`src/core/scg_pkg.sv`:
```
// Constants and types shared by the system clock generator files
package scg_pkg;
    // Register index as printed; byte address is four times the index
    localparam logic [15:0] SCG_CTL_INDEX = 16'hff3a;
    localparam logic [17:0] SCG_CTL_ADDR = {SCG_CTL_INDEX, 2'b00};
    localparam int SCG_ADDR_W = 18;
    // Field layout of system_clock_control
    localparam int SCG_PIN_DIS_BIT = 7;
    localparam int SCG_RSV6_BIT = 6;
    localparam int SCG_SEL_LSB = 0;
    localparam int SCG_SEL_W = 3;
    localparam logic [7:0] SCG_CTL_RESET = 8'h00;
    // Writable bits: 7, 6 and 2..0
    localparam logic [7:0] SCG_CTL_WMASK = 8'hc7;
    // Selection codes
    localparam logic [2:0] SCG_SEL_FULL = 3'h0;
    localparam logic [2:0] SCG_SEL_MAX = 3'h5;
    localparam int SCG_NDIV = 5;
    // Duty correction threshold
    localparam int SCG_CLK_MHZ = 50;
    localparam int SCG_FAST_MHZ = 5;
    // Longest oscillator period, in core cycles, still counted as fast
    localparam int SCG_FAST_PERIOD_CYC = SCG_CLK_MHZ / SCG_FAST_MHZ;
    localparam int SCG_PER_W = 8;
    localparam logic [SCG_PER_W-1:0] SCG_PER_MAX = 8'hff;

    typedef enum logic [1:0] {
        SCG_NORMAL,
        SCG_SLEEP,
        SCG_SW_STANDBY,
        SCG_HW_STANDBY
    } scg_mode_t;
endpackage

```
`src/core/scg_clk_if.sv`:
```
// Clock bundle passed from the duty stage through the divider to the top
`timescale 1ns/10ps
interface scg_clk_if;
    logic sysclk;
    logic sysclk_rise;
    logic fast;
    logic run;
    logic [4:0] div;

    modport duty
    (
        output sysclk,
        output sysclk_rise,
        output fast
    );
    modport divider
    (
        input sysclk_rise,
        input run,
        output div
    );
    modport top
    (
        input sysclk,
        input sysclk_rise,
        input fast,
        input div,
        output run
    );
endinterface

```
`src/core/scg_divider.sv`:
```
// Divider producing the five medium-speed clocks
`timescale 1ns/10ps
module scg_divider
    import scg_pkg::*;
(
    input wire logic core_clk, // System clock of the logic
    input wire logic reset, // Synchronous reset, active high
    scg_clk_if.divider clk_bus // System clock edge in, divided clocks out
);
    logic [SCG_NDIV-1:0] cnt_ff;

    // Ripple count gives /2 up to /32
    always_ff @(posedge core_clk)
    begin
        if (reset)
            cnt_ff <= '0;
        else if (clk_bus.run && clk_bus.sysclk_rise)
            cnt_ff <= cnt_ff + 5'h01;
    end

    assign clk_bus.div = cnt_ff;

    a_div_counts: assert property (@(posedge core_clk) disable iff (reset)
        (clk_bus.run && clk_bus.sysclk_rise) |=> cnt_ff == $past(cnt_ff) + 5'h01)
        else $error("divider did not advance on system clock edge");
endmodule

```
`src/core/scg_duty.sv`:
```
// Duty correction of the oscillator into the system clock
`timescale 1ns/10ps
module scg_duty
    import scg_pkg::*;
(
    input wire logic core_clk, // System clock of the logic
    input wire logic reset, // Synchronous reset, active high
    input wire logic osc_clk, // Oscillator or external clock level
    scg_clk_if.duty clk_bus // Regenerated system clock out
);
    logic osc_q_ff;
    logic [SCG_PER_W-1:0] per_cnt_ff;
    logic [SCG_PER_W-1:0] period_ff;
    logic [SCG_PER_W-1:0] high_left_ff;
    logic corr_ff;
    logic sysclk_ff;
    logic rise_ff;
    logic osc_rise;
    logic nxt_sysclk;

    assign osc_rise = osc_clk & ~osc_q_ff;

    always_ff @(posedge core_clk)
    begin
        if (reset)
            osc_q_ff <= 1'b0;
        else
            osc_q_ff <= osc_clk;
    end

    // Saturating period measure, rising edge to rising edge
    always_ff @(posedge core_clk)
    begin
        if (reset)
        begin
            per_cnt_ff <= '0;
            period_ff <= SCG_PER_MAX;
        end
        else if (osc_rise)
        begin
            per_cnt_ff <= 8'h01;
            period_ff <= per_cnt_ff;
        end
        else if (per_cnt_ff != SCG_PER_MAX)
            per_cnt_ff <= per_cnt_ff + 8'h01;
    end

    always_ff @(posedge core_clk)
    begin
        if (reset)
        begin
            corr_ff <= 1'b0;
            high_left_ff <= '0;
        end
        else if (osc_rise)
        begin
            corr_ff <= 1'b1;
            high_left_ff <= {1'b0, period_ff[SCG_PER_W-1:1]};
        end
        else if (high_left_ff > 8'h01)
            high_left_ff <= high_left_ff - 8'h01;
        else
        begin
            high_left_ff <= '0;
            corr_ff <= 1'b0;
        end
    end

    // Slow oscillators pass through, their duty is not touched
    assign nxt_sysclk = clk_bus.fast ? corr_ff : osc_q_ff;

    always_ff @(posedge core_clk)
    begin
        if (reset)
        begin
            sysclk_ff <= 1'b0;
            rise_ff <= 1'b0;
        end
        else
        begin
            sysclk_ff <= nxt_sysclk;
            rise_ff <= nxt_sysclk & ~sysclk_ff;
        end
    end

    assign clk_bus.fast = (period_ff <= SCG_PER_W'(SCG_FAST_PERIOD_CYC));
    assign clk_bus.sysclk = sysclk_ff;
    assign clk_bus.sysclk_rise = rise_ff;

    a_duty_start_high: assert property (@(posedge core_clk) disable iff (reset)
        osc_rise |=> corr_ff)
        else $error("corrected clock did not go high on oscillator edge");
endmodule

```
`src/core/scg_top.sv`:
```
// System clock generator: duty stage, divider, bus master select, register
//
// Operation
// - Control register clears to zero on reset and during hardware standby.
// - Control register keeps its value through software standby entry and exit.
// - Output disable low: pin follows clock, high in software standby, floats in hardware.
// - Output disable high: pin held high, floats in hardware standby.
// - Bit 6 reads back what was written; software writes only zero.
// - Bits 5 to 3 read zero and ignore writes.
// - Select code zero feeds the bus master the undivided system clock.
// - Codes one to five feed the system clock divided by 2,4,8,16,32.
// - Five divided clocks run from the system clock and halt in software and hardware standby.
// - Bus master clock source chosen by the current select field; held high in either standby.
// - At five megahertz or more the oscillator duty is corrected.
// - Peripheral clock stays undivided while the bus master runs divided.
`timescale 1ns/10ps
module scg_top
    import scg_pkg::*;
(
    input wire logic core_clk, // 50 MHz logic clock
    input wire logic reset, // Synchronous reset, active high
    input wire logic osc_clk, // Oscillator or external clock level
    input wire logic sleep_mode, // CPU in sleep
    input wire logic sw_standby, // Software standby in effect
    input wire logic hw_standby, // Hardware standby in effect
    input wire logic [SCG_ADDR_W-1:0] avs_address, // Byte address
    input wire logic avs_read, // Read request
    input wire logic avs_write, // Write request
    input wire logic [31:0] avs_writedata, // Write data
    input wire logic [3:0] avs_byteenable, // Byte lanes
    output logic [31:0] avs_readdata, // Read data
    output logic avs_waitrequest, // Stall, low at completion
    output logic sysclk_pin_level, // System clock pin level
    output logic sysclk_pin_oe, // System clock pin drive enable
    output logic bus_master_clk, // Clock for the bus master
    output logic periph_clk, // Undivided clock for other modules
    output logic sysclk_fast // Duty correction active
);
    scg_clk_if clk_bus ();

    scg_duty u_duty
    (
        .core_clk(core_clk),
        .reset(reset),
        .osc_clk(osc_clk),
        .clk_bus(clk_bus.duty)
    );

    scg_divider u_divider
    (
        .core_clk(core_clk),
        .reset(reset),
        .clk_bus(clk_bus.divider)
    );

    function automatic logic sel_clock(input logic [2:0] sel, input logic full, input logic [4:0] div);
        logic r;
        r = 1'b1;
        case (sel)
            3'h0: r = full;
            3'h1: r = div[0];
            3'h2: r = div[1];
            3'h3: r = div[2];
            3'h4: r = div[3];
            3'h5: r = div[4];
            default: r = 1'b1;
        endcase
        return r;
    endfunction

    logic [7:0] ctl_ff;
    logic ack_ff;
    logic [31:0] rdata_ff;
    scg_mode_t mode_ff;
    scg_mode_t nxt_mode;
    logic pin_ff;
    logic pin_oe_ff;
    logic bm_clk_ff;
    logic req;
    logic hit;
    logic wr_take;
    logic pin_disable;
    logic [2:0] sel;
    logic running;

    assign req = avs_read | avs_write;
    assign hit = (avs_address == SCG_CTL_ADDR);
    assign wr_take = avs_write & ack_ff & hit & avs_byteenable[0];
    assign pin_disable = ctl_ff[SCG_PIN_DIS_BIT];
    assign sel = ctl_ff[SCG_SEL_LSB +: SCG_SEL_W];
    assign running = (mode_ff == SCG_NORMAL) || (mode_ff == SCG_SLEEP);

    // Hardware standby outranks software standby outranks sleep
    always_comb
    begin
        nxt_mode = SCG_NORMAL;
        if (hw_standby)
            nxt_mode = SCG_HW_STANDBY;
        else if (sw_standby)
            nxt_mode = SCG_SW_STANDBY;
        else if (sleep_mode)
            nxt_mode = SCG_SLEEP;
    end

    always_ff @(posedge core_clk)
    begin
        if (reset)
            mode_ff <= SCG_NORMAL;
        else
            mode_ff <= nxt_mode;
    end

    // One wait state on every access, mapped or not
    always_ff @(posedge core_clk)
    begin
        if (reset)
            ack_ff <= 1'b0;
        else
            ack_ff <= req & ~ack_ff;
    end

    assign avs_waitrequest = req & ~ack_ff;

    // Cleared by reset and hardware standby
    // Software standby leaves the register alone
    always_ff @(posedge core_clk)
    begin
        if (reset || hw_standby)
            ctl_ff <= SCG_CTL_RESET;
        else if (wr_take)
            ctl_ff <= avs_writedata[7:0] & SCG_CTL_WMASK;
    end

    // Read data settles during the wait cycle; unmapped reads return zero
    always_ff @(posedge core_clk)
    begin
        if (reset)
            rdata_ff <= '0;
        else if (avs_read && !ack_ff)
            rdata_ff <= hit ? {24'h000000, ctl_ff & SCG_CTL_WMASK} : 32'h00000000;
    end

    assign avs_readdata = rdata_ff;

    // Pin level and drive by mode and disable bit
    always_ff @(posedge core_clk)
    begin
        if (reset)
        begin
            pin_ff <= 1'b0;
            pin_oe_ff <= 1'b1;
        end
        else
        begin
            case (nxt_mode)
                SCG_NORMAL, SCG_SLEEP:
                begin
                    pin_ff <= pin_disable ? 1'b1 : clk_bus.sysclk;
                    pin_oe_ff <= 1'b1;
                end
                SCG_SW_STANDBY:
                begin
                    pin_ff <= 1'b1;
                    pin_oe_ff <= 1'b1;
                end
                SCG_HW_STANDBY:
                begin
                    pin_ff <= 1'b1;
                    pin_oe_ff <= 1'b0;
                end
                default:
                begin
                    pin_ff <= 1'b1;
                    pin_oe_ff <= 1'b0;
                end
            endcase
        end
    end

    assign sysclk_pin_level = pin_ff;
    assign sysclk_pin_oe = pin_oe_ff;

    // Divider halts in standby so it restarts in phase with the oscillator
    assign clk_bus.run = running;

    // Source picked by select field, held high in standby
    always_ff @(posedge core_clk)
    begin
        if (reset)
            bm_clk_ff <= 1'b0;
        else if (!running)
            bm_clk_ff <= 1'b1;
        else
            bm_clk_ff <= sel_clock(sel, clk_bus.sysclk, clk_bus.div);
    end

    assign bus_master_clk = bm_clk_ff;

    // Other modules never see the divided clock
    assign periph_clk = clk_bus.sysclk;
    assign sysclk_fast = clk_bus.fast;

    a_ctl_hw_clear: assert property (@(posedge core_clk)
        hw_standby |=> ctl_ff == SCG_CTL_RESET)
        else $error("control register not cleared in hardware standby");

    a_ctl_reset_clear: assert property (@(posedge core_clk)
        reset |=> ctl_ff == SCG_CTL_RESET)
        else $error("control register not cleared by reset");

    a_ctl_sw_keep: assert property (@(posedge core_clk) disable iff (reset)
        (sw_standby && !hw_standby && !wr_take) |=> $stable(ctl_ff))
        else $error("control register changed in software standby");

    a_pin_follows_clk: assert property (@(posedge core_clk) disable iff (reset)
        (!hw_standby && !sw_standby && !pin_disable) |=> (sysclk_pin_level == $past(clk_bus.sysclk)) && sysclk_pin_oe)
        else $error("pin does not follow system clock");

    a_pin_sleep_clk: assert property (@(posedge core_clk) disable iff (reset)
        (sleep_mode && !sw_standby && !hw_standby && !pin_disable) |=> sysclk_pin_level == $past(clk_bus.sysclk))
        else $error("pin does not follow clock in sleep");

    a_pin_drive_on: assert property (@(posedge core_clk) disable iff (reset)
        !hw_standby |=> sysclk_pin_oe)
        else $error("pin not driven outside hardware standby");

    a_pin_hw_float: assert property (@(posedge core_clk) disable iff (reset)
        hw_standby |=> !sysclk_pin_oe)
        else $error("pin driven in hardware standby");

    a_pin_held_high: assert property (@(posedge core_clk) disable iff (reset)
        (!hw_standby && (pin_disable || sw_standby)) |=> sysclk_pin_level && sysclk_pin_oe)
        else $error("pin not held high");

    a_disable_takes_write: assert property (@(posedge core_clk) disable iff (reset)
        (wr_take && !hw_standby) |=> pin_disable == $past(avs_writedata[SCG_PIN_DIS_BIT]))
        else $error("output disable bit did not take written value");

    a_rsv6_readback: assert property (@(posedge core_clk) disable iff (reset)
        (wr_take && !hw_standby) |=> ctl_ff[SCG_RSV6_BIT] == $past(avs_writedata[SCG_RSV6_BIT]))
        else $error("bit 6 did not take written value");

    a_read_ctl_value: assert property (@(posedge core_clk) disable iff (reset)
        (avs_read && !avs_waitrequest && hit) |-> avs_readdata[7:0] == ($past(ctl_ff) & SCG_CTL_WMASK))
        else $error("read data differs from control register");

    a_rsv_read_zero: assert property (@(posedge core_clk) disable iff (reset)
        (avs_read && !avs_waitrequest) |-> avs_readdata[5:3] == 3'h0 && ctl_ff[5:3] == 3'h0)
        else $error("reserved bits not zero");

    a_rsv_write_drop: assert property (@(posedge core_clk) disable iff (reset)
        (wr_take && !hw_standby) |=> ctl_ff[5:3] == 3'h0)
        else $error("reserved bits took written value");

    a_read_upper_zero: assert property (@(posedge core_clk) disable iff (reset)
        (avs_read && !avs_waitrequest) |-> avs_readdata[31:8] == 24'h000000)
        else $error("upper read data not zero");

    a_unmapped_zero: assert property (@(posedge core_clk) disable iff (reset)
        (avs_read && !avs_waitrequest && !hit) |-> avs_readdata == 32'h00000000)
        else $error("unmapped read not zero");

    a_bm_full_speed: assert property (@(posedge core_clk) disable iff (reset)
        (running && sel == SCG_SEL_FULL) |=> bus_master_clk == $past(clk_bus.sysclk))
        else $error("bus master clock not undivided");

    a_bm_divided: assert property (@(posedge core_clk) disable iff (reset)
        (running && sel != SCG_SEL_FULL && sel <= SCG_SEL_MAX)
        |=> bus_master_clk == $past(clk_bus.div[sel - 3'h1]))
        else $error("bus master clock wrong divided source");

    a_div_halt: assert property (@(posedge core_clk) disable iff (reset)
        !running |=> $stable(clk_bus.div))
        else $error("divider moved while halted");

    a_sel_takes_write: assert property (@(posedge core_clk) disable iff (reset)
        (wr_take && !hw_standby) |=> sel == $past(avs_writedata[SCG_SEL_LSB +: SCG_SEL_W]))
        else $error("select field did not take written value");

    a_periph_undivided: assert property (@(posedge core_clk) disable iff (reset)
        periph_clk == clk_bus.sysclk)
        else $error("peripheral clock divided");
endmodule

```
`config.mk`:
```
export PLATFORM = sky130hd
export DESIGN_NAME = scg_top
export DESIGN_NICKNAME = d
export VERILOG_FILES = /design/src/core/scg_pkg.sv /design/src/core/scg_clk_if.sv /design/src/core/scg_divider.sv /design/src/core/scg_duty.sv /design/src/core/scg_top.sv
export SDC_FILE = /design/constraint.sdc
export NUM_CORES = 1
export LEC_CHECK = 0
export BUFFER_PORTS_ARGS = -buffer_cell sky130_fd_sc_hd__clkbuf_2
export CAP_MARGIN = 30
export CORE_ASPECT_RATIO = 1.75
export CORE_MARGIN = 3
export CORE_UTILIZATION = 47
export CTS_CLUSTER_DIAMETER = 80
export DETAILED_ROUTE_END_ITERATION = 7
export PLACE_DENSITY = 0.84
export SYNTH_ARGS = -nofsm -noshare
export SYNTH_HDL_FRONTEND = slang
export SYNTH_SLANG_ARGS = --single-unit
```
`constraint.sdc`:
```
create_clock -name core_clk -period 2 [get_ports core_clk]
set_clock_uncertainty 0.05 [all_clocks]
set_input_delay 0.4 -clock core_clk [delete_from_list [all_inputs] [get_ports core_clk]]
set_output_delay 0.4 -clock core_clk [all_outputs]
set_load 0.05 [all_outputs]
```
# After elaboration in Yosys (flattened, before gate mapping)
# Index checks and enable logic that the tools add are counted.
# totals
ff_bits	76
in_bits	62
word_cells	75
out_inout_bits	38
# op_classes
mux	16
bitwise_logic	11
n_eq_ne	12
add_sub_neg	3
reduce_logical	14
order_cmp	2
# op_table
op	n
$eq 18x18->1 const B	1
$mux 7	2
$add 8x1->8 const B	1
$gt 8x1->1 const B	1
$le 8x4->1 const B	1
$mux 1	8
$mux 8	1
$ne 8x8->1 const B	1
$sub 8x1->8 const B	1
$and 1x1->1	6
$eq 3x2->1 const B	2
$eq 3x3->1 const B	2
$pmux 1 s6	1
$reduce_or 2->1	3
$reduce_or 3->1	2
$add 5x1->5 const B	1
$eq 2x1->1 const B	2
$eq 2x2->1 const B	2
$logic_not 2->1	2
$mux 2	2
$not 1->1	4
$pmux 1 s2	2
$eq 3x1->1 const B	1
$logic_not 3->1	1
6 further kinds	8

# Logic depth before layout (Yosys ltp)
# Gate-level depths: netlist of run 1.
# depth
word_depth	6
ltp_mapped	6
mapped_depth_nobuf	6

# Modules after synthesis
# A second synthesis of run 1 with hierarchy kept.
# unflattened
hier_cells	274
area_unflattened_um2	2336.0
# modules_own_cells
mod	instances	seq_area_each_um2	cells_per_inst	area_per_inst_um2
scg_duty	1	560.5	148	1238.7
scg_top	1	300.3	102	870.8
scg_divider	1	100.1	24	226.5

# Worst setup path before layout of run 1
# No wires, ideal clock.
# synth_path
path_type	register -> register
startpoint	register u_duty.period_ff[4]
endpoint	register u_duty.rise_ff, in the netlist u_duty.clk_bus.sysclk_rise
arrival_ns	1.359
t_required_ns	1.808
setup_time_ns	0.142
synth_period_minus_slack_ns	1.551
path_slack_ns	0.449
stages_incl_launch_ff	5
path_cell_list	dfxtp_1 -> nor4_1 -> o21a_1 -> mux2i_1 -> nor3_1
# synth_via
elab_chain_len	3
# synth_rtl
item	line	source
start: declaration	scg_duty.sv:13	logic [SCG_PER_W-1:0] period_ff;
start signal: assignment	scg_duty.sv:42	period_ff <= per_cnt_ff;
$le 8x4->1	scg_duty.sv:86	assign clk_bus.fast = (period_ff <= SCG_PER_W'(SCG_FAST_PERIOD_CYC));
via sysclk_fast	scg_top.sv:37	output logic sysclk_fast
$mux 1	scg_duty.sv:70	assign nxt_sysclk = clk_bus.fast ? corr_ff : osc_q_ff;
$and 1x1->1	scg_duty.sv:82	rise_ff <= nxt_sysclk & ~sysclk_ff;
end signal: assignment	scg_duty.sv:82	
end: declaration	scg_duty.sv:17	logic rise_ff;
# The timed path passes the listed nets, and every way through them passes these cells.
# A chain may end at the register's enable or synchronous reset.

# Final worst setup path of run 1
# layout_path
startpoint	register u_duty.period_ff[4]
endpoint	output sysclk_fast
# layout_via
elab_chain_len	1
# layout_rtl
item	line
$le 8x4->1	scg_duty.sv:86
end: declaration	scg_top.sv:37
# Every way passes these cells.

==> results of run 1 <==
stage by stage:
stage	hold slack [ns]	instances	setup slack [ns]	cell area [um^2]
6_report	0.239	357	0.124	2580
5_1_grt	0.236	357	0.00333	2580
4_1_cts	0.231	357	0.0660	2570
3_5_place_dp	0.398	349	0.315	2480
3_3_place_gp	0.390	349	0.367	2480
2_1_floorplan	0.382	289	0.449	2420
routing by layer:
layer / vias up / global-route usage / share of wire
met5: - / 0 / 0
met4: 0 / 0.0855 / 0.029
met3: 12 / 0.0367 / 0.051
met2: 56 / 0.315 / 0.54
met1: 899 / 0.172 / 0.38
li1: 943 / - / -
path summary, 6_finish.rpt:
check             slack [ns]                endpoint
hold reg to reg         0.41         avs_readdata[2]
setup / recovery        0.12             sysclk_fast
setup reg to reg        0.34  u_duty.high_left_ff[2]
hold / removal          0.24           sysclk_pin_oe
layout make-up:
type	count	area, um^2	share of cell area
clock buffers	6	82.6	0.0320
clock inverters	2	10.0	0.00388
inverters	3	11.3	0.00437
multi-input cells	202	1220	0.474
flip-flops and latches	48	961	0.373
well taps	52	65.1	0.0252
repair buffers	44	228	0.0883
cell families after synthesis:
kind of cell,after synthesis,synth area share
flip-flops,48,0.413
multiplexers,6,0.0317
AND/OR/NAND/NOR,117,0.280
adder cells (fa/ha/maj),4,0.0215
AO/OA/AOI/OAI,35,0.0968
buffers and inverters,39,0.107
XOR/XNOR,13,0.0489
other,1,0.00161
critical path: stages (launching register included):
cell and delay, ns:
sky130_fd_sc_hd__dfxtp_1 0.34, sky130_fd_sc_hd__nor4_2 0.29, sky130_fd_sc_hd__o21a_1 0.21, sky130_fd_sc_hd__clkbuf_2 0.29
placed cells by master (no fill, tap or decap), types with 2 or more instances in the layout:
master                      netlist  final
sky130_fd_sc_hd__dfxtp_1         48     48
sky130_fd_sc_hd__clkbuf_2         0     41
sky130_fd_sc_hd__nand2_1         32     32
sky130_fd_sc_hd__conb_1           1     27
sky130_fd_sc_hd__nor2_1          22     22
sky130_fd_sc_hd__a21oi_1         18     18
sky130_fd_sc_hd__nand4_1         14     14
sky130_fd_sc_hd__xor2_1          10     10
sky130_fd_sc_hd__nand3b_1        10     10
sky130_fd_sc_hd__nor3_1           8      8
sky130_fd_sc_hd__o21ai_0          6      6
sky130_fd_sc_hd__clkbuf_8         0      6
sky130_fd_sc_hd__nand2b_1         5      5
sky130_fd_sc_hd__nor2b_1          4      4
sky130_fd_sc_hd__mux2i_1          4      4
sky130_fd_sc_hd__ha_1             4      4
sky130_fd_sc_hd__inv_1            3      3
sky130_fd_sc_hd__o31ai_1          3      3
sky130_fd_sc_hd__xnor2_1          3      3
sky130_fd_sc_hd__and3_1           3      3
sky130_fd_sc_hd__buf_4           27      3
sky130_fd_sc_hd__nor4_2           1      2
sky130_fd_sc_hd__or2_2            2      2
sky130_fd_sc_hd__nand3_1          2      2
sky130_fd_sc_hd__nand4bb_1        2      2
sky130_fd_sc_hd__clkinv_2         0      2
power breakdown:
group	switching [mW]	internal [mW]	leakage, nW
clock	0.315	0.276	0.0510
combinational	0.302	0.148	0.648
sequential	0.0515	1.01	0.394
total	0.668	1.44	1.09
state kept, by name (all words and copies together), names as in the netlist, 5 cells and up:
signal                 count
avs_readdata               5
ctl_ff                     5
u_duty.high_left_ff        8
u_duty.per_cnt_ff          8
u_duty.period_ff           8
u_divider.clk_bus.div      5
==> metrics list, run 1 <==
* Status: complete, no violations
- Inserted Clock Buffers: 5
- Die Width: 59.2 um
- In the final layout, the share of cells above drive strength 1 is 0.207.
- The worst path in the final design needs a cycle of approximately 1.9 ns, including I/O delays and setup.
- Routed length per instance: 13.0 um
- The worst hold path was traced through 2 stages.
- Routability congestion estimate from global placement: 0.816
* Overall via count from detail_route: approximately 1900
* Die Span Y: 99.1 um
- Worst r2r src: u_duty.high_left_ff[0]
- Transition time of the tightest slew-check pin: 0.536 ns
- Data on the critical path is required at its endpoint by 1.55 ns.
- Summing every instance area after synthesis gives 2330 um^2.
- After filler insertion, the fill cell instance count of the layout stands at about 450.
* Port Buffers: 41
- Cell with the most instances after synthesis: sky130_fd_sc_hd__dfxtp_1
- Maximum vdd ir drop: between 0.6 and 0.7 mV
* Fraction of the yosys area taken by sequential cells: 0.413
* Number of nets with antenna violations after detailed routing: 0
- Total grt overflow: 0
* Sinks on Clock Net: 48
- The worst setup path is launched from a flop.
* Number of inserted diodes: 0
- # hold bufs at CTS: 0
- The startpoint identified for the worst hold timing path is hw_standby.
- DRC viols: 0
- The worst setup path is captured at an output port.
- Post-synthesis cell type with the largest combined area: sky130_fd_sc_hd__dfxtp_1
- The initial antenna violation count is 0.
- Number of standard cells after synthesis: 263
- 100 I/O pins were placed.
- Synthesis instantiated 47 different standard cells from the library.
- Dividing the detail-routed via count by the number of cells gives 5.35.
- Launch point of the worst path: u_duty.period_ff[4]
- In the finished design, the share of the clock period the worst path needs comes to 0.938.
* Logic depth of the worst register-to-register path: 6
- Once layout is complete, the utilization of the core stands at 0.543.
* Unrepaired setup endpoints after global routing: no
- In this run, synthesis produced a sequential element count of 48.
- Hold Vio Cnt, Final: 0
* Yosys warning count: 0
- Total of max-cap violations: 0
- Floorplan die area: between 5000 and 6000 um^2
- Worst slew margin: 0.640
- Each instance of the synthesized netlist takes up on average 8.85 um^2.
- After the first detailed-routing iteration, the DRC count stood at 38.
- Gates resized during post-CTS repair numbered 0.
- Signed area change from the synthesized netlist to the final layout: 10.8%
- Setup violations remaining at the end of the flow were counted as 0.
* H-tree levels: 2
- Data arrival time at the worst-slack endpoint: 1.43 ns
- Number of detailed-route iterations in the first pass: 4
* TritonCTS clock tree: built
* Clock transition at the register clock pins on the worst setup and hold paths after CTS: around 0.090 ns
* Critical Path Fanout Max: 3
- The number of global-route vias before repair was 1888.
* Number of nets in the finished design: 370
* Number of max-slew violations in the final report: 0
- Wire length of the first global-routing pass: approximately 7900 um
- Area of the core: 4750 um^2
- Entering global routing, the biggest net connects 23 pins.
* Pleak: around 1.1 nW
- Worst hold path class: input pin to flop
- Post-CTS timing repair inserted 0 buffers for setup.
- Fmax achieved: 533 MHz
* Clock latency on the worst-skew pair: ~0.30 ns
* Power Density: 816 nW/um^2
- Post-detailed-placement half-perimeter wirelength: 3510 um
- Yosys mapped a number of flops with a built-in enable equal to 0.
* DRT Wirelength: around 4600 um
- Main synth FF type: sky130_fd_sc_hd__dfxtp_1
- Most frequent cells after synthesis: sky130_fd_sc_hd__dfxtp_1 (48), sky130_fd_sc_hd__nand2_1 (32), sky130_fd_sc_hd__buf_4 (27)
- By area the synthesized netlist is led by sky130_fd_sc_hd__dfxtp_1 (41%), sky130_fd_sc_hd__buf_4 (8.7%), sky130_fd_sc_hd__nand2_1 (5.2%), sky130_fd_sc_hd__a21oi_1 (3.9%), sky130_fd_sc_hd__nand4_1 (3.8%).
- Total routing resource utilization after global routing: 0.172
* Maximum clock insertion buffer count: 2
- Total power: 2.10 mW
* Effective utilization at floorplan: 0.490
* Worst Path Class, Setup: flop to output port
* Accumulated negative setup slack: 0 ns
- Area fraction of the dominant cell type after synthesis: 0.413
- Of all flip-flops after synthesis, the portion carrying an async set or reset was 0.
* Root Driver: sky130_fd_sc_hd__clkbuf_8
- In this run the core area contains 33 standard-cell rows.
No activity file was read; power rests on OpenSTA's default activity.
==> inputs of run 2 (changes only) <==
--- a/config.mk
+++ b/config.mk
@@ -5,14 +5,15 @@
 export SDC_FILE = /design/constraint.sdc
 export NUM_CORES = 1
 export LEC_CHECK = 0
+export ABC_AREA = 1
 export BUFFER_PORTS_ARGS = -buffer_cell sky130_fd_sc_hd__clkbuf_2
 export CAP_MARGIN = 30
 export CORE_ASPECT_RATIO = 1.75
 export CORE_MARGIN = 3
-export CORE_UTILIZATION = 47
+export CORE_UTILIZATION = 48
 export CTS_CLUSTER_DIAMETER = 80
 export DETAILED_ROUTE_END_ITERATION = 7
-export PLACE_DENSITY = 0.84
+export PLACE_DENSITY = 0.85
 export SYNTH_ARGS = -nofsm -noshare
 export SYNTH_HDL_FRONTEND = slang
 export SYNTH_SLANG_ARGS = --single-unit
==> run 2 against run 1 <==
  * Utilization is 1.4 points higher
  * Synthesized cell count increased by 31%
  * Critical path depth grew 1
  * Worst hold slack gained 0.023 ns
  * Fmax is 1.0% higher
  * Area after synthesis grew 3.3%
  * Sequential power barely moved
  * Count of clock-buffer cells in the layout did not move
  * Cell count increased by 24%
==> metrics list, run 2 <==
* Status: complete, no violations
- Critical path's slowest cell: sky130_fd_sc_hd__dfxtp_1
- Clock transition at the register clock pins on the worst setup and hold paths after CTS: 0.08 ns (about the same)
* Number of inserted diodes: 0 (unchanged)
* Post-detailed-placement half-perimeter wirelength: 3720 um (+6.0%)
* Wire length of the first global-routing pass: 7730 um (-2.5%)
- TritonCTS clock tree: built
* Critical Path Fanout Max: 3 (unchanged)
* Mux contribution to synthesized area: 0 (-0.0317)
- The final count of hold timing violations was 0 (unchanged).
* Effective utilization at floorplan: 0.506 (+0.0161)
- The worst setup path is launched from a flop.
* Iter 0 DRT Violations: 28 (-26%)
- Antenna violations before repair: 0 (unchanged)
- The buffers plus inverters on the worst setup path was 1 (unchanged).
* Clock latency on the worst-skew pair: 0.29 ns (about the same)
* Die Width: 59.5 um (+0.51%)
- The sink count of the clock tree was 48 (unchanged).
* Non-filler cells in the finished layout: 441 (+24%)
- Overall via count from detail_route: 2108 (+10%)
- Leaving out fill and tap cells, the most frequent cell in the layout is sky130_fd_sc_hd__nand2_1.
* Cells taking the most area after synthesis: sky130_fd_sc_hd__dfxtp_1 (40%), sky130_fd_sc_hd__nand2_1 (13%), sky130_fd_sc_hd__buf_4 (8.4%), sky130_fd_sc_hd__nor2_1 (7.2%), sky130_fd_sc_hd__inv_1 (6.2%)
- The highest clock frequency the design can meet is 539 MHz (+1.0%).
* Total grt overflow: 0 (unchanged)
- Metal-1 WL: 1710 um (-3.5%)
* Placement Rows: 33 (unchanged)
- Main combinational cell family by area after synthesis: simple AND/OR/NAND/NOR gates
* # hold bufs at CTS: 0 (unchanged)
* DRC viols: 0 (unchanged)
- The met3 wire length was 257 um (+8.0%).
* Root Driver: sky130_fd_sc_hd__clkbuf_8
- Mean instance size in the synthesized netlist: 6.99 um^2 (-21%)
- The worst endpoint required time came to 1.55 ns (about the same).
- Cell-by-cell listing of the critical path: nor2_1, nand2_1, a21oi_1, clkbuf_2
- The critical path is of the flop to output port type.
- Power Density: 773 nW/um^2 (-5.3%)
* Post-synthesis cell type with the largest combined area: sky130_fd_sc_hd__dfxtp_1
- H-tree levels: 2 (unchanged)
- Routed length per instance: 10.3 um (-21%)
* Number of different library cells in the post-synthesis netlist: 30 (-36%)
- The final weighted congestion in routability-driven placement is 0.813 (-0.40%).
* Number of standard cells after synthesis: 344 (+31%)
* Maximum clock insertion buffer count: 2 (unchanged)
- Pleak: 1.27 nW (+16%)
- Die Span Y: 99.6 um (+0.53%)
- Signed area change from the synthesized netlist to the final layout: 10.0%
* Highest-count cells in the layout ignoring fill and taps: sky130_fd_sc_hd__nand2_1 (82), sky130_fd_sc_hd__dfxtp_1 (48), sky130_fd_sc_hd__nor2_1 (46), sky130_fd_sc_hd__clkbuf_2 (41), sky130_fd_sc_hd__inv_1 (40)
* Yosys warning count: 0 (unchanged)
- After detailed routing, no signal wire sits above met4.
- The count of buffers inserted at the top-level ports came to 41 (unchanged).
- Synthesized-area fraction occupied by and/or/nand/nor cells: 0.300 (+0.0208)
- Total routing resource utilization after global routing: 0.165 (-0.00696)
- Number of global-route vias before repair: 1929 (+2.2%)
- Post CTS Setup Buffer Count: 0 (unchanged)
- DRT Wirelength: 4540 um (-2.0%)
* Inserted Clock Buffers: 5 (unchanged)
- IO Pins: 100 (unchanged)
- Setup repair after global routing left no endpoint under its margin.
* Accumulated negative setup slack: 0 ns (unchanged)
- The tightest min-delay check is of the input pin to flop type.
- The first-pass iteration count of the detailed router is 4 (unchanged).
- The largest net degree at the start of global routing was 20 (-13%).
- Number of max-slew violations in the final report: 0 (unchanged)
- Transition time of the tightest slew-check pin: 0.529 ns (-0.00708 ns)
- Setup violations, final: 0 (unchanged)
- Share of layout cells above drive strength 1: 0.157 (-0.0497)
- The largest incremental delay on the critical path was 0.33 ns (about the same).
* Most frequent cells after synthesis: sky130_fd_sc_hd__nand2_1 (82), sky130_fd_sc_hd__dfxtp_1 (48), sky130_fd_sc_hd__nor2_1 (46)
- The peak ir drop on the vdd network is 0.543 mV (-19%).
- Post-Synth XOR/XNOR Area: 0.0146 (-0.0343)
- The number of enable flip-flop cells after synthesis came to 0 (unchanged).
* Synthesized-area fraction occupied by ao, oa, aoi and oai cells: 0.103 (+0.00630)
- Area fraction of the dominant cell type after synthesis: 0.400 (-0.0131)
* Fin util: 0.557 (+0.0140)
- CTS-repair resized insts: 0 (unchanged)
- The arithmetic-cell share of the synthesized area counting full adders, half adders and majority gates is 0.0208 (-0.000683).
- The full die area is 5930 um^2 (+1.0%).
- Number of nets with antenna violations after detailed routing: 0 (unchanged)
- Yosys instantiated no cell more often than sky130_fd_sc_hd__nand2_1.
- Kind of end point of the critical path: output port
- Post-DR vias/cell: 4.78 (-11%)
- Synthesized area: 2400 um^2 (+3.3%)
* Number of nets in the finished design: 455 (+23%)
* Data arrival time at the worst-slack endpoint: 1.41 ns (-0.02 ns)
- Gate family responsible for the most delay along the worst path: flip-flops
- Fraction of the yosys area taken by sequential cells: 0.400 (-0.0131)
* Async S/R FF share, synth: 0 (unchanged)
- Area of the core: 4750 um^2 (unchanged)
- The amount of wire on met2 after detailed routing was 2470 um (-0.72%).
* Number of placed cells counting well taps: 434 (+24%)
- The largest registers in the layout are u_duty.high_left_ff (8), u_duty.per_cnt_ff (8), u_duty.period_ff (8).
- The final cycle utilization of the critical path came to 0.928 (-0.00964).
* Main synth FF type: sky130_fd_sc_hd__dfxtp_1
- Total of max-cap violations: 0 (unchanged)
- The worst relative slew slack is 0.646 (+0.00610).
- Register bit count reported by yosys: 48 (unchanged)
- Time the worst path needs with I/O delays and setup: 1.86 ns (-0.0193 ns)
[run 2: changes by cell type in the layout (fill, tap and decap cells not counted), moves of 5 or more]
| cell | delta |
|---|---|
| sky130_fd_sc_hd__nand2b_1 | -5 |
| sky130_fd_sc_hd__nor2_1 | +24 |
| sky130_fd_sc_hd__nand3_1 | +18 |
| sky130_fd_sc_hd__xor2_1 | -7 |
| sky130_fd_sc_hd__nand4_1 | -11 |
| sky130_fd_sc_hd__inv_1 | +37 |
| sky130_fd_sc_hd__nor3_1 | -7 |
| sky130_fd_sc_hd__nand2_1 | +50 |
| sky130_fd_sc_hd__o21ai_0 | +6 |
| sky130_fd_sc_hd__a21oi_1 | +9 |
| sky130_fd_sc_hd__nand3b_1 | -10 |
[run 2: kinds of logic after synthesis]
logic type / after synthesis
other cells: 1
simple gates: 167
fa+ha+maj: 4
flops: 48
compound gates: 46
xor+xnor: 4
buf+inv: 74
[run 2: worst paths after layout]
check / startpoint / to / slack, ns / cells after the start
worst min register to register: u_duty.clk_bus.sysclk / u_duty.clk_bus.sysclk_rise / 0.40 / 1
worst min-delay path: hw_standby / sysclk_pin_oe / 0.26 / 2
worst max register to register: u_duty.high_left_ff[0] / u_duty.high_left_ff[0] / 0.40 / 8
worst max-delay path: u_duty.period_ff[6] / sysclk_fast / 0.14 / 4
[run 2: metal layers]
layer,vias to the layer above,global-route usage
met2,59,0.308
li1,1108,-
met1,933,0.173
met4,0,0.0666
met3,8,0.0286
met5,-,0
[run 2: layout make-up]
type,instances,area [um^2]
tap,52,65.1
clock buffer,6,72.6
sequential,48,961
timing repair buffer,44,228
clock inverter,1,5.00
multi-input combinational,248,1160
inverter,42,158
fill,460,2100
[run 2: metrics by stage]
step | area (um^2) | power [mW] | hold slack, ns | setup slack, ns
6_report | 2650 | 2.04 | 0.263 | 0.143
4_1_cts | 2650 | 2.06 | 0.257 | 0.128
3_5_place_dp | 2570 | 1.54 | 0.382 | 0.387
3_3_place_gp | 2570 | 1.53 | 0.385 | 0.463
5_1_grt | 2650 | 2.15 | 0.269 | 0.103
2_1_floorplan | 2500 | 1.49 | 0.380 | 0.259
[run 2: power by group]
part           leakage, nW  switching [mW]  total (mW)  internal, mW
clock               0.0410           0.288       0.525         0.238
sequential           0.395          0.0440        1.06          1.02
combinational        0.836           0.333       0.459         0.126
==> inputs of run 3 (changes only) <==
--- a/config.mk
+++ b/config.mk
@@ -13,7 +13,7 @@
 export CORE_UTILIZATION = 48
 export CTS_CLUSTER_DIAMETER = 80
 export DETAILED_ROUTE_END_ITERATION = 7
-export PLACE_DENSITY = 0.85
+export PLACE_DENSITY = 0.8
 export SYNTH_ARGS = -nofsm -noshare
 export SYNTH_HDL_FRONTEND = slang
 export SYNTH_SLANG_ARGS = --single-unit
==> run 3 against run 2 <==
  * Clock power is 12% higher
  * Cell area is 0.61% higher
  * Sequential power about the same
  * Global-route usage decreased by 0.060 points
  * Utilization is 0.34 points higher
  * Power increased by 2.9%
  * Critical path depth unchanged
  * Setup slack better by 0.046 ns
  * First-iteration DRC count up 18%
  * Cell count rose by 0.23%
==> metrics list, run 3 (synthesized netlist as in run 2, its figures left out) <==
* Total power: 2.10 mW (+2.9%)
* Fin util: 0.560 (+0.00343)
* Number of global-route vias before repair: 1936 (+0.36%)
* Kind of end point of the critical path: output port
- The site row count came to 33 (unchanged).
- Accumulated negative setup slack: 0 ns (unchanged)
- Number of nets in the finished design: 455 (unchanged)
* Status: complete, no violations
* Worst Path Class, Setup: flop to output port
* Data arrival time at the worst-slack endpoint: 1.36 ns (-0.05 ns)
* IO Pins: 100 (unchanged)
- The post-cts repair resize count was 0 (unchanged).
* Effective utilization at floorplan: 0.506 (unchanged)
* Maximum clock insertion buffer count: 2 (unchanged)
- Antenna violations before repair: 0 (unchanged)
- DRC viols: 0 (unchanged)
- The number of fill cells in the layout is 481 (+4.6%).
- The final period demand of the worst path was 1.81 ns (-0.0464 ns).
* Iter 0 DRT Violations: 33 (+18%)
* Setup slack of the worst register-to-register path: 0.44 ns (+0.04 ns)
- The post-CTS clock slew at the launch and capture registers of the worst setup and hold paths was 0.08 ns (about the same).
- The reported net switching power was 681 uW (+2.4%).
- Fraction of power consumed by combinational cells: 0.217 (-0.008)
- Logic depth of the worst register-to-register path: 8 (unchanged)
- Required time at the worst-slack endpoint: 1.55 ns (about the same)
- The floorplan die height came to 99.6 um (unchanged).
- The count of buffers inserted at the top-level ports was 41 (unchanged).
* Critical Path Fanout Max: 3 (unchanged)
* Worst r2r src: u_duty.high_left_ff[0]
- Power Density: 790 nW/um^2 (+2.3%)
- The transition at the pin with the smallest max-transition slack was 0.553 ns (+0.0245 ns).
- Inserted Clock Buffers: 5 (unchanged)
- The final cycle utilization of the critical path is 0.905 (-0.0232).
- The number of buffers inserted by hold repair at cts came to 0 (unchanged).
* H-tree levels: 2 (unchanged)
- The total internal power was 1.42 mW (+3.2%).
- The count of vias placed by the detailed router is 2064 (-2.1%).
* Number of inserted diodes: 0 (unchanged)
- The clock latency on the worst-skew pair was 0.30 ns (about the same).
- The overall die width was 59.5 um (unchanged).
- TritonCTS clock tree: built
* Clock share of power: 0.280 (+0.023)
- The library cells used most frequently in the layout, excluding fill and tap cells, are sky130_fd_sc_hd__nand2_1 (82), sky130_fd_sc_hd__dfxtp_1 (48), sky130_fd_sc_hd__nor2_1 (46), sky130_fd_sc_hd__clkbuf_2 (41), sky130_fd_sc_hd__inv_1 (40).
- The cell leakage power is 1.28 nW (+0.27%).
- The post-detailed-routing wire length was 4390 um (-3.3%).
- Maximum vdd ir drop: 0.721 mV (+33%)
- Net switching fraction of the power: 0.324 (-0.00160)
- The sink count of the clock tree was 48 (unchanged).
- Dpl ws: 0.433 ns (+0.0459 ns)
* Hold Vio Cnt, Final: 0 (unchanged)
- The global-route total usage across every layer came to 0.164 (-0.000600).
* Share of layout cells above drive strength 1: 0.159 (+0.00216)
- Post-detailed-placement half-perimeter wirelength: 3510 um (-5.6%)
- The library cell used most frequently in the layout, excluding fill and tap cells, is sky130_fd_sc_hd__nand2_1.
- The max-slew violation count came to 0 (unchanged).
* CP endpoint: sysclk_fast
* Largest net degree at the start of global routing: 20 (unchanged)
* Worst hold path class: input pin to flop
- Clock tree synthesis selected as its root buffer the cell sky130_fd_sc_hd__clkbuf_8.
* Fmax achieved: 552 MHz (+2.6%)
* Post CTS Setup Buffer Count: 0 (unchanged)
- The core outline area is 4750 um^2 (unchanged).
- The full die area was 5930 um^2 (unchanged).
- Total grt overflow: 0 (unchanged)
- Biggest registers after layout: u_duty.high_left_ff (8), u_duty.per_cnt_ff (8), u_duty.period_ff (8)
- Compared with the post-synthesis result, the final layout area differs by 10.7%.
- The remaining antenna violation count was 0 (unchanged).
- The per-cell routed wire length was 9.93 um (-3.6%).
- The global-route wire length before repair came to 7590 um (-1.8%).
- Unrepaired setup endpoints after global routing: no
* Routability congestion estimate from global placement: 0.770 (-5.3%)
- Post-route worst setup slack: 0.190 ns (+0.0464 ns)
* Worst slew margin: 0.630 (-0.0164)
- The worst setup path is launched from a flop.
- The number of max-cap violations came to 0 (unchanged).
- The setup violation total in the final timing report was 0 (unchanged).
- The number of vias per cell after detailed routing was 4.67 (-2.3%).
- In this run the worst setup path begins at u_duty.period_ff[6].
* Endpoint of the worst register-to-register path: u_duty.high_left_ff[4]
- Number of detailed-route iterations in the first pass: 4 (unchanged)
- Share of power burned in registers: 0.503 (-0.015)
==> run 3: cell count changes in the layout (fill, tap and decap cells not counted), sizes merged <==
cell,change
clkbuf,+1
clkinvlp,+1
clkinv,-1
==> run 3: metal layers <==
layer | vias up | part of all wire | track usage
li1 | 1117 | - | -
met5 | - | 0 | 0
met4 | 0 | 0.019 | 0.0648
met3 | 6 | 0.061 | 0.0442
met2 | 60 | 0.52 | 0.302
met1 | 881 | 0.40 | 0.167
==> run 3: worst min-delay path by stage <==
stage	from	cells after the start	slack, ns	end
after floorplan	u_duty.period_ff[0]	2	0.38	u_duty.period_ff[0]
after CTS	hw_standby	2	0.23	sysclk_pin_oe
after global placement	u_duty.clk_bus.sysclk	1	0.39	u_duty.clk_bus.sysclk_rise
after detailed placement	u_duty.clk_bus.sysclk	1	0.39	u_duty.clk_bus.sysclk_rise
final	hw_standby	2	0.23	sysclk_pin_oe
after global routing	hw_standby	2	0.24	sysclk_pin_oe
==> run 3: power by group through the flow <==
stage / Clock, mW / Combinational [mW] / Sequential (mW)
floorplan: 0 / 0.371 / 1.11
CTS: 0.600 / 0.460 / 1.06
global route: 0.639 / 0.509 / 1.07
finish: 0.588 / 0.456 / 1.06
detailed placement: 0 / 0.458 / 1.08
global placement: 0 / 0.452 / 1.08
==> run 3: final cells by class <==
cell class,count,area (um^2),area share
Clock buffer,7,86.3,0.0324
Timing Repair Buffer,44,228,0.0856
Inverter,42,158,0.0592
Tap cell,52,65.1,0.0244
Multi-Input combinational cell,248,1160,0.434
Sequential cell,48,961,0.361
Clock inverter,1,7.51,0.00282
==> run 3: critical path, cell delays in order (launching register included) <==
cell and delay [ns]:
sky130_fd_sc_hd__dfxtp_1 0.33, sky130_fd_sc_hd__nor2_1 0.16, sky130_fd_sc_hd__nand2_1 0.06, sky130_fd_sc_hd__a21oi_1 0.19
sky130_fd_sc_hd__clkbuf_2 0.31
==> run 3: stage by stage <==
stage | cell area [um^2] | instances | hold WS [ns]
floorplan | 2500 | 370 | 0.380
global placement | 2570 | 434 | 0.388
detailed placement | 2570 | 434 | 0.387
CTS | 2660 | 442 | 0.234
global route | 2660 | 442 | 0.236
finish | 2660 | 442 | 0.233
